$ cat src/timer_capture_pkg.sv
// Constants, register map and field layout of the external capture control block
package timer_capture_pkg;

	// ****************************************************************
	// Widths
	// ****************************************************************
	localparam int ADDR_W = 8;
	localparam int DATA_W = 32;
	localparam int CNT_W  = 24;
	localparam int CTL_W  = 9;

	// ****************************************************************
	// Register byte offsets
	// ****************************************************************
	localparam logic [ADDR_W-1:0] OFS_COUNTER  = 8'h0C;
	localparam logic [ADDR_W-1:0] OFS_CAPTURE  = 8'h10;
	localparam logic [ADDR_W-1:0] OFS_EXT_CTL  = 8'h14;
	localparam logic [ADDR_W-1:0] OFS_EXT_STS  = 8'h18;
	localparam logic [ADDR_W-1:0] OFS_CNT_CTL  = 8'h1C;
	localparam logic [ADDR_W-1:0] OFS_EVT_STS  = 8'h20;
	localparam logic [ADDR_W-1:0] OFS_EVT_MASK = 8'h24;

	// ****************************************************************
	// External capture control fields
	// ****************************************************************
	localparam int CTL_MODE_SEL_BIT = 8;
	localparam int CTL_CNT_DB_BIT   = 7;
	localparam int CTL_CAP_DB_BIT   = 6;
	localparam int CTL_CAP_IEN_BIT  = 5;
	localparam int CTL_CAP_RST_BIT  = 4;
	localparam int CTL_CAP_EN_BIT   = 3;
	localparam int CTL_EDGE_LSB     = 1;
	localparam int CTL_PHASE_BIT    = 0;
	localparam logic [CTL_W-1:0] CTL_RESET = 9'h000;

	// ****************************************************************
	// Status, counter control and event fields
	// ****************************************************************
	localparam int STS_CAPTURE_INTERRUPT_FLAG_BIT = 0;
	localparam int STS_CAPTURE_FLAG_BIT  = 1;
	localparam int RUN_BIT       = 0;
	localparam int EVT_MODE_BIT  = 1;
	localparam int SRC_32K_BIT   = 2;
	localparam logic [2:0] CNT_CTL_RESET = 3'h0;
	localparam int EVT_CAP_BIT   = 0;
	localparam int EVT_OVF_BIT   = 1;
	localparam logic [1:0] EVT_RESET = 2'h0;

	typedef enum logic [1:0] {
		EDGE_FALL = 2'h0,
		EDGE_RISE = 2'h1,
		EDGE_BOTH = 2'h2,
		EDGE_NONE = 2'h3
	} edge_sel_t;

	// ****************************************************************
	// Timing and bus answers
	// ****************************************************************
	localparam int CLK_PERIOD_NS   = 4;
	localparam int DEBOUNCE_NS     = 12;
	localparam int DEBOUNCE_CYCLES = (DEBOUNCE_NS + CLK_PERIOD_NS - 1) / CLK_PERIOD_NS;
	localparam logic [1:0] RESP_OKAY   = 2'h0;
	localparam logic [1:0] RESP_SLVERR = 2'h2;

endpackage

$ cat src/level_debounce.sv
// Stability filter for one synchronised input level, with bypass
`timescale 1ns/10ps
module level_debounce #(
	parameter int STABLE_CYCLES = timer_capture_pkg::DEBOUNCE_CYCLES
) (
	input  wire logic clk,
	input  wire logic rst_n,
	input  wire logic enable,
	input  wire logic level_in,
	output logic      level_out
);

	logic [3:0] run_ff;
	logic       stable_ff;

	// A new level is accepted only after it held for the whole window
	always_ff @(posedge clk or negedge rst_n) begin
		if (!rst_n) begin
			run_ff    <= 4'h0;
			stable_ff <= 1'b0;
		end else if (!enable || level_in == stable_ff) begin
			run_ff    <= 4'h0;
			stable_ff <= enable ? stable_ff : level_in;
		end else if (run_ff == 4'(STABLE_CYCLES - 1)) begin
			run_ff    <= 4'h0;
			stable_ff <= level_in;
		end else begin
			run_ff    <= run_ff + 4'h1;
		end
	end

	assign level_out = enable ? stable_ff : level_in;

endmodule

$ cat src/timer_external_capture_control.sv
// External capture and event counting control of a 24-bit timer, AXI4-Lite slave
//
// Notes on behaviour
// - bit 8 picks free/reset or trigger capture
// - bit 7 debounces the event count input
// - bit 6 debounces the capture input
// - interrupt while enable and interrupt flag high
// - reset select clear: capture copies counter only
// - reset select set, free/reset mode: capture, then counter zero
// - capture enable bit gates all captures
// - edge field: falling, rising, either, reserved
// - phase bit picks counted event edge
// - capture flag bit 1, write one clears
// - interrupt flag bit 0 needs enable, W1C
// - matching edge sets flag, loads captured value
// - capture flag sets regardless of interrupt enable
//
// Decided for this implementation: the AXI4-Lite slave port.
`timescale 1ns/10ps
module timer_external_capture_control (
	input  wire logic                                 clk,
	input  wire logic                                 rst_n,
	input  wire logic [timer_capture_pkg::ADDR_W-1:0] awaddr,
	input  wire logic                                 awvalid,
	output logic                                      awready,
	input  wire logic [timer_capture_pkg::DATA_W-1:0] wdata,
	input  wire logic [3:0]                           wstrb,
	input  wire logic                                 wvalid,
	output logic                                      wready,
	output logic [1:0]                                bresp,
	output logic                                      bvalid,
	input  wire logic                                 bready,
	input  wire logic [timer_capture_pkg::ADDR_W-1:0] araddr,
	input  wire logic                                 arvalid,
	output logic                                      arready,
	output logic [timer_capture_pkg::DATA_W-1:0]      rdata,
	output logic [1:0]                                rresp,
	output logic                                      rvalid,
	input  wire logic                                 rready,
	input  wire logic                                 capture_input_pin,
	input  wire logic                                 event_count_pin,
	input  wire logic                                 clk_32k_in,
	output logic                                      irq
);

	// ****************************************************************
	// Declarations
	// ****************************************************************
	logic [timer_capture_pkg::ADDR_W-1:0] awaddr_ff;
	logic [timer_capture_pkg::DATA_W-1:0] wdata_ff;
	logic [3:0]                           wstrb_ff;
	logic                                 aw_full_ff;
	logic                                 w_full_ff;
	logic                                 awready_ff;
	logic                                 wready_ff;
	logic                                 bvalid_ff;
	logic [1:0]                           bresp_ff;
	logic                                 arready_ff;
	logic                                 rvalid_ff;
	logic [1:0]                           rresp_ff;
	logic [timer_capture_pkg::DATA_W-1:0] rdata_ff;
	logic                                 irq_ff;

	logic [timer_capture_pkg::CTL_W-1:0]  ctl_ff;
	logic [2:0]                           cnt_ctl_ff;
	logic                                 capture_flag_ff;
	logic                                 capture_interrupt_flag_ff;
	logic [1:0]                           evt_sts_ff;
	logic [1:0]                           evt_mask_ff;
	logic [timer_capture_pkg::CNT_W-1:0]  counter_value_ff;
	logic [timer_capture_pkg::CNT_W-1:0]  captured_count_value_ff;

	logic [2:0]                           meta_ff;
	logic [2:0]                           sync_ff;
	logic                                 cap_prev_ff;
	logic                                 evt_prev_ff;
	logic                                 primed_ff;

	logic aw_take;
	logic w_take;
	logic do_write;
	logic ar_take;
	logic nxt_aw_full;
	logic nxt_w_full;
	logic nxt_bvalid;
	logic nxt_rvalid;
	logic wr_ok;
	logic rd_ok;
	logic [timer_capture_pkg::DATA_W-1:0] rd_word;

	logic      capture_enable;
	logic      capture_reset_select;
	logic      capture_mode_select;
	logic      capture_interrupt_enable;
	logic      count_edge_phase;
	timer_capture_pkg::edge_sel_t capture_edge_select;
	logic      cap_raw;
	logic      cap_lvl;
	logic      evt_lvl;
	logic      cap_rise;
	logic      cap_fall;
	logic      evt_rise;
	logic      evt_fall;
	logic      edge_match;
	logic      cap_hit;
	logic      cnt_tick;
	logic      cnt_clear;
	logic      cnt_wrap;
	logic      wr_sts;
	logic      rd_evt;

	assign capture_mode_select      = ctl_ff[timer_capture_pkg::CTL_MODE_SEL_BIT];
	assign capture_interrupt_enable = ctl_ff[timer_capture_pkg::CTL_CAP_IEN_BIT];
	assign capture_reset_select     = ctl_ff[timer_capture_pkg::CTL_CAP_RST_BIT];
	assign capture_enable           = ctl_ff[timer_capture_pkg::CTL_CAP_EN_BIT];
	assign count_edge_phase         = ctl_ff[timer_capture_pkg::CTL_PHASE_BIT];
	assign capture_edge_select      =
		timer_capture_pkg::edge_sel_t'(ctl_ff[timer_capture_pkg::CTL_EDGE_LSB +: 2]);

	// ****************************************************************
	// Input synchronisers
	// ****************************************************************
	always_ff @(posedge clk or negedge rst_n) begin
		if (!rst_n) begin
			meta_ff <= 3'h0;
			sync_ff <= 3'h0;
		end else begin
			meta_ff <= {clk_32k_in, event_count_pin, capture_input_pin};
			sync_ff <= meta_ff;
		end
	end

	// Capture may watch the 32 kHz clock instead of the pin
	assign cap_raw = cnt_ctl_ff[timer_capture_pkg::SRC_32K_BIT] ? sync_ff[2] : sync_ff[0];

	level_debounce u_cap_debounce (
		.clk       (clk),
		.rst_n     (rst_n),
		.enable    (ctl_ff[timer_capture_pkg::CTL_CAP_DB_BIT]),
		.level_in  (cap_raw),
		.level_out (cap_lvl)
	);

	level_debounce u_evt_debounce (
		.clk       (clk),
		.rst_n     (rst_n),
		.enable    (ctl_ff[timer_capture_pkg::CTL_CNT_DB_BIT]),
		.level_in  (sync_ff[1]),
		.level_out (evt_lvl)
	);

	// ****************************************************************
	// Edge detection
	// ****************************************************************
	// First cycle after reset only loads history; a pin high at reset still shows as a rise once the synchronisers pass it
	always_ff @(posedge clk or negedge rst_n) begin
		if (!rst_n) begin
			cap_prev_ff <= 1'b0;
			evt_prev_ff <= 1'b0;
			primed_ff   <= 1'b0;
		end else begin
			cap_prev_ff <= cap_lvl;
			evt_prev_ff <= evt_lvl;
			primed_ff   <= 1'b1;
		end
	end

	assign cap_rise = primed_ff && cap_lvl && !cap_prev_ff;
	assign cap_fall = primed_ff && !cap_lvl && cap_prev_ff;
	assign evt_rise = primed_ff && evt_lvl && !evt_prev_ff;
	assign evt_fall = primed_ff && !evt_lvl && evt_prev_ff;

	always_comb begin
		case (capture_edge_select)
			timer_capture_pkg::EDGE_FALL: edge_match = cap_fall;
			timer_capture_pkg::EDGE_RISE: edge_match = cap_rise;
			timer_capture_pkg::EDGE_BOTH: edge_match = cap_rise || cap_fall;
			default:                      edge_match = 1'b0;
		endcase
	end

	assign cap_hit = capture_enable && edge_match;

	// ****************************************************************
	// Counter and capture
	// ****************************************************************
	assign cnt_tick = cnt_ctl_ff[timer_capture_pkg::RUN_BIT] &&
		(cnt_ctl_ff[timer_capture_pkg::EVT_MODE_BIT] ?
		(count_edge_phase ? evt_rise : evt_fall) : 1'b1);
	// Counter reset on capture only in free/reset mode
	assign cnt_clear = cap_hit && capture_reset_select && !capture_mode_select;
	assign cnt_wrap  = cnt_tick && !cnt_clear && (&counter_value_ff);

	always_ff @(posedge clk or negedge rst_n) begin
		if (!rst_n) begin
			counter_value_ff <= 24'h000000;
		end else if (cnt_clear) begin
			counter_value_ff <= 24'h000000;
		end else if (cnt_tick) begin
			counter_value_ff <= counter_value_ff + 24'h000001;
		end
	end

	// Old count is taken in the same edge as the clear; a tick in that same cycle is dropped
	always_ff @(posedge clk or negedge rst_n) begin
		if (!rst_n) begin
			captured_count_value_ff <= 24'h000000;
		end else if (cap_hit) begin
			captured_count_value_ff <= counter_value_ff;
		end
	end

	// ****************************************************************
	// Capture status flags
	// ****************************************************************
	assign wr_sts = do_write && awaddr_ff == timer_capture_pkg::OFS_EXT_STS && wstrb_ff[0];

	// Set wins over a write-one clear in the same cycle
	always_ff @(posedge clk or negedge rst_n) begin
		if (!rst_n) begin
			capture_flag_ff <= 1'b0;
		end else if (cap_hit) begin
			capture_flag_ff <= 1'b1;
		end else if (wr_sts && wdata_ff[timer_capture_pkg::STS_CAPTURE_FLAG_BIT]) begin
			capture_flag_ff <= 1'b0;
		end
	end

	always_ff @(posedge clk or negedge rst_n) begin
		if (!rst_n) begin
			capture_interrupt_flag_ff <= 1'b0;
		end else if (cap_hit && capture_interrupt_enable) begin
			capture_interrupt_flag_ff <= 1'b1;
		end else if (wr_sts && wdata_ff[timer_capture_pkg::STS_CAPTURE_INTERRUPT_FLAG_BIT]) begin
			capture_interrupt_flag_ff <= 1'b0;
		end
	end

	// Sticky events, cleared by reading them; a new event wins the read
	// Same word decode as the read mux, so any read that returns the events clears them
	assign rd_evt = ar_take && {araddr[7:2], 2'h0} == timer_capture_pkg::OFS_EVT_STS;

	always_ff @(posedge clk or negedge rst_n) begin
		if (!rst_n) begin
			evt_sts_ff <= timer_capture_pkg::EVT_RESET;
		end else begin
			evt_sts_ff <= (rd_evt ? 2'h0 : evt_sts_ff) | {cnt_wrap, cap_hit};
		end
	end

	always_ff @(posedge clk or negedge rst_n) begin
		if (!rst_n) begin
			irq_ff <= 1'b0;
		end else begin
			irq_ff <= (capture_interrupt_enable && capture_interrupt_flag_ff) ||
				(|(evt_sts_ff & evt_mask_ff));
		end
	end

	// ****************************************************************
	// Control registers
	// ****************************************************************
	always_ff @(posedge clk or negedge rst_n) begin
		if (!rst_n) begin
			ctl_ff      <= timer_capture_pkg::CTL_RESET;
			cnt_ctl_ff  <= timer_capture_pkg::CNT_CTL_RESET;
			evt_mask_ff <= timer_capture_pkg::EVT_RESET;
		end else if (do_write) begin
			if (awaddr_ff == timer_capture_pkg::OFS_EXT_CTL) begin
				if (wstrb_ff[0]) begin
					ctl_ff[7:0] <= wdata_ff[7:0];
				end
				if (wstrb_ff[1]) begin
					ctl_ff[8] <= wdata_ff[8];
				end
			end
			if (awaddr_ff == timer_capture_pkg::OFS_CNT_CTL && wstrb_ff[0]) begin
				cnt_ctl_ff <= wdata_ff[2:0];
			end
			if (awaddr_ff == timer_capture_pkg::OFS_EVT_MASK && wstrb_ff[0]) begin
				evt_mask_ff <= wdata_ff[1:0];
			end
		end
	end

	// ****************************************************************
	// AXI4-Lite write channels
	// ****************************************************************
	assign aw_take  = awvalid && awready_ff;
	assign w_take   = wvalid && wready_ff;
	assign do_write = aw_full_ff && w_full_ff && !bvalid_ff;

	assign nxt_aw_full = (aw_full_ff || aw_take) && !do_write;
	assign nxt_w_full  = (w_full_ff || w_take) && !do_write;
	assign nxt_bvalid  = do_write || (bvalid_ff && !bready);

	always_comb begin
		case (awaddr_ff)
			timer_capture_pkg::OFS_COUNTER,
			timer_capture_pkg::OFS_CAPTURE,
			timer_capture_pkg::OFS_EXT_CTL,
			timer_capture_pkg::OFS_EXT_STS,
			timer_capture_pkg::OFS_CNT_CTL,
			timer_capture_pkg::OFS_EVT_STS,
			timer_capture_pkg::OFS_EVT_MASK: wr_ok = 1'b1;
			default:                         wr_ok = 1'b0;
		endcase
	end

	always_ff @(posedge clk or negedge rst_n) begin
		if (!rst_n) begin
			awaddr_ff  <= 8'h00;
			wdata_ff   <= 32'h00000000;
			wstrb_ff   <= 4'h0;
			aw_full_ff <= 1'b0;
			w_full_ff  <= 1'b0;
			awready_ff <= 1'b0;
			wready_ff  <= 1'b0;
			bvalid_ff  <= 1'b0;
			bresp_ff   <= timer_capture_pkg::RESP_OKAY;
		end else begin
			if (aw_take) begin
				awaddr_ff <= {awaddr[7:2], 2'h0};
			end
			if (w_take) begin
				wdata_ff <= wdata;
				wstrb_ff <= wstrb;
			end
			if (do_write) begin
				bresp_ff <= wr_ok ? timer_capture_pkg::RESP_OKAY : timer_capture_pkg::RESP_SLVERR;
			end
			aw_full_ff <= nxt_aw_full;
			w_full_ff  <= nxt_w_full;
			bvalid_ff  <= nxt_bvalid;
			awready_ff <= !nxt_aw_full && !nxt_bvalid;
			wready_ff  <= !nxt_w_full && !nxt_bvalid;
		end
	end

	// ****************************************************************
	// AXI4-Lite read channels
	// ****************************************************************
	assign ar_take    = arvalid && arready_ff;
	assign nxt_rvalid = ar_take || (rvalid_ff && !rready);

	always_comb begin
		rd_word = 32'h00000000;
		rd_ok   = 1'b1;
		case ({araddr[7:2], 2'h0})
			timer_capture_pkg::OFS_COUNTER:  rd_word[23:0] = counter_value_ff;
			timer_capture_pkg::OFS_CAPTURE:  rd_word[23:0] = captured_count_value_ff;
			timer_capture_pkg::OFS_EXT_CTL:  rd_word[8:0] = ctl_ff;
			timer_capture_pkg::OFS_EXT_STS:  rd_word[1:0] = {capture_flag_ff, capture_interrupt_flag_ff};
			timer_capture_pkg::OFS_CNT_CTL:  rd_word[2:0] = cnt_ctl_ff;
			timer_capture_pkg::OFS_EVT_STS:  rd_word[1:0] = evt_sts_ff;
			timer_capture_pkg::OFS_EVT_MASK: rd_word[1:0] = evt_mask_ff;
			default:                         rd_ok = 1'b0;
		endcase
	end

	always_ff @(posedge clk or negedge rst_n) begin
		if (!rst_n) begin
			arready_ff <= 1'b0;
			rvalid_ff  <= 1'b0;
			rdata_ff   <= 32'h00000000;
			rresp_ff   <= timer_capture_pkg::RESP_OKAY;
		end else begin
			if (ar_take) begin
				rdata_ff <= rd_word;
				rresp_ff <= rd_ok ? timer_capture_pkg::RESP_OKAY : timer_capture_pkg::RESP_SLVERR;
			end
			rvalid_ff  <= nxt_rvalid;
			arready_ff <= !nxt_rvalid;
		end
	end

	// ****************************************************************
	// Outputs
	// ****************************************************************
	assign awready = awready_ff;
	assign wready  = wready_ff;
	assign bvalid  = bvalid_ff;
	assign bresp   = bresp_ff;
	assign arready = arready_ff;
	assign rvalid  = rvalid_ff;
	assign rresp   = rresp_ff;
	assign rdata   = rdata_ff;
	assign irq     = irq_ff;

endmodule

$ cat config.mk
export PLATFORM = sky130hd
export DESIGN_NAME = timer_external_capture_control
export DESIGN_NICKNAME = d
export VERILOG_FILES = /design/src/timer_capture_pkg.sv /design/src/level_debounce.sv /design/src/timer_external_capture_control.sv
export SDC_FILE = /design/constraint.sdc
export NUM_CORES = 1
export LEC_CHECK = 0
export ABC_AREA = 1
export BUFFER_PORTS_ARGS = -buffer_cell sky130_fd_sc_hd__buf_2
export CAP_MARGIN = 25
export CELL_PAD_IN_SITES_DETAIL_PLACEMENT = 2
export CELL_PAD_IN_SITES_GLOBAL_PLACEMENT = 2
export CORE_UTILIZATION = 36
export DETAILED_ROUTE_END_ITERATION = 7
export PLACE_DENSITY_LB_ADDON = 0.1
export SYNTH_ARGS = -nofsm -noshare
export SYNTH_HDL_FRONTEND = slang
export SYNTH_HIERARCHICAL = 1
export SYNTH_SLANG_ARGS = --single-unit
$ cat constraint.sdc
create_clock -name clk -period 3.9 [get_ports clk]
set_input_delay 0.39 -clock clk [delete_from_list [all_inputs] [get_ports clk]]
set_output_delay 0.39 -clock clk [all_outputs]
set_load 0.01 [all_outputs]
==> results.ini <==
[outcome]
outcome = complete, no violations

[logic_synthesis]
yosys.area.top_type_share_pct = 52.8
synth_cell_types = 30
synthesis.instances = 804
synth_edf_count = 0
syn-cell-area_sq_mm = 0.00644
yosysMostFrequentCell = nand2_1
synth_seq_area_share_pct = 52.8
synth_async_sr_flop_share_pct = 100
synth.area.top_cells = dfrtp_1 53%, nand2_1 14%, nor2_1 5.8%
synth_flop_cell = dfrtp_1
yosys_warnings = 6
synth-seq-cells = 136
yosysTopAreaCell = dfrtp_1
synth_common_cells = 245 x nand2_1, 136 x dfrtp_1, 99 x nor2_1
syn_area_per_cell_sq_um = 8.01

[routing]
wl_per_cell_microns = 17.4
antenna_left = 0
dr.pass1.iters = 4
vias_per_cell = 5.05
drt_iter0_drc = 135
remaining_drc_errors = 0
vias = 5593
wl_mm = 19.3

[pwr]
p_switching_uw = 1170
swShare_pct = 29.7
power_density_mw_per_mm2 = 526
ir_drop_mv = 0.324
intPower_uw = 2770
seqPwrFrac_pct = 44.6
combPwrFrac_pct = 14.9
leakage_uw = 0.00368
pwr-share-clk_pct = 40.5

[finish]
drive_gt1_share_pct = 13.9
antenna_cells = 0
final_nets = 936
area_growth_pct = 16.5

[clock_network]
h-tree-depth = 4
cts_inserted_buffers = 17
cts_setup_buffers = 0
postCtsHoldBufs = 0
cts_buffer_depth = 2
cts_tree = yes
clk_latency_ns = 0.43
cts_resized = 0
clockRootBuffer = clkbuf_16
clk_pin_slew_ns = 0.06
clock-sinks = 136

[global_route]
grt_pass1_vias = 6471
antenna_found_initial = 0
grt.total_usage_pct = 23.3
grt_pass1_wl_mm = 32.6
grt_max_degree = 94
overflow = 0

[worst_setup_path]
r2r_end = counter_value_ff[21]
rrSetupSlack_ns = 1.22
required_ns = 4.21
worstPathMaxFanout = 23
slowest_stage = nand2_1
crit_chain = o21ai_0 > inv_1 > nand4_1 > nand3_1 > nand2_1 > inv_1 > a21oi_1 > nor2_1
reg2reg_from = ctl_ff[7]
worstSetupPathType = reg2reg
cp-start-kind = register
crit_arrival_ns = 2.98
reg2reg_depth = 8
worst_setup_path_end_kind = register
max_stage_delay_ns = 0.63
path_common_cell = inv_1

[sta]
fin_ws_ns = 1.22
fin_crit_sh_pct = 68.6
period_minus_slack_ns = 2.68
setup_viol = 0
rsz0062_at_grt = false
worst_pin_slew_ns = 0.888
max_slew_margin_pct = 40.8
setup_tns_ns = 0
fin_worst_skew_ns = 0.00778
finalHoldViolCount = 0
slew_violations = 0
fmax_ghz = 0.374
hold_slack_ns = 0.0490

[place]
io_buffers = 64
place_ws_ns = 1.18
gp_congestion = 0.804
dpl.hpwl_mm = 13.6

[floorplanning]
die-area_sq_mm = 0.0184
die_w_microns = 136
io_pins = 104
core_area_sq_mm = 0.0174
die_h_microns = 136
start_util_pct = 37.0
rows = 48

[flow_run]
drv_cap = 0

[min_path]
hold_path_class = in2async

## power by group through the flow
| stage | clock (uW) | sequential, uW | combinational (uW) |
|---|---|---|---|
| finish | 1600 | 1760 | 587 |
| global route | 1700 | 1790 | 683 |
| CTS | 1640 | 1760 | 606 |
| detailed placement | 0 | 1780 | 592 |
| global placement | 0 | 1770 | 545 |
| floorplan | 0 | 1750 | 377 |
## layer usage
layer	part of all wire (%)	wire, microns	GRT usage (%)
met2	57	11000	45.0
met4	1.7	338	8.61
met5	0	0	0
met1	40	7650	25.0
met3	1.9	363	3.89
## state kept, by name, summed over array words and instances (netlist names), 3 cells and up
register,count
awaddr_ff,6
captured_count_value_ff,24
cnt_ctl_ff,3
counter_value_ff,24
ctl_ff,9
meta_ff,3
rdata,24
sync_ff,3
u_cap_debounce/run_ff,4
u_evt_debounce/run_ff,4
wdata_ff,9
## kinds of logic (layout without fill, tap and decap cells)
| family | count (synthesis) | after routing | share of synthesized area (%) |
|---|---|---|---|
| simple gates | 421 | 421 | 27.3 |
| fa+ha+maj | 5 | 5 | 0.971 |
| mux | 4 | 4 | 0.816 |
| compound gates | 118 | 118 | 9.73 |
| other cells | 2 | 11 | 0.117 |
| buf+inv | 114 | 183 | 7.71 |
| xor+xnor | 4 | 4 | 0.544 |
| flops | 136 | 136 | 52.8 |
## stage by stage
step,std cells,area [sq um],util [%],power (uW)
after global routing,1107,7510,43.1,4170
after global placement,1075,6930,39.8,2310
after CTS,1107,7510,43.1,4010
after floorplan,813,6480,-,2130
after detailed placement,1075,6930,39.8,2370
final,1107,7510,43.1,3950
## cell usage in the layout (no fill, tap or decap), types with 11 or more instances in the layout
master     instances
a21oi_1           22
nor2_1            99
nor3_1            13
conb_1            11
buf_2             63
dfrtp_1          136
nand3_1           30
o21ai_1           25
nand2_1          245
inv_1             80
clkbuf_16         17
nand4_1           18
o21ai_0           65
## cell type report
class	instances	area, sq um
Sequential cell	136	3400
Multi-Input combinational cell	563	2580
Timing Repair Buffer	69	364
Clock inverter	9	97.6
Tap cell	225	282
Fill cell	2021	9910
Inverter	82	308
Clock buffer	23	478
## worst max-delay path by stage
| stage | from | end |
|---|---|---|
| after global placement | ctl_ff[7] | counter_value_ff[13] |
| after detailed placement | ctl_ff[7] | counter_value_ff[13] |
| after global routing | ctl_ff[7] | counter_value_ff[21] |
| after CTS | ctl_ff[7] | counter_value_ff[21] |
| after floorplan | cnt_ctl_ff[2] | counter_value_ff[2] |
| final | ctl_ff[7] | counter_value_ff[21] |
## critical path, delay by kind of cell (launching register included)
| kind | cells | cell delay, ns |
|---|---|---|
| buffers and inverters | 2 | 0.52 |
| and+or+nand+nor | 4 | 0.91 |
| DFF | 1 | 0.47 |
| AOI/OAI and AO/OA | 2 | 0.66 |
(Power assumes the default switching activity.)
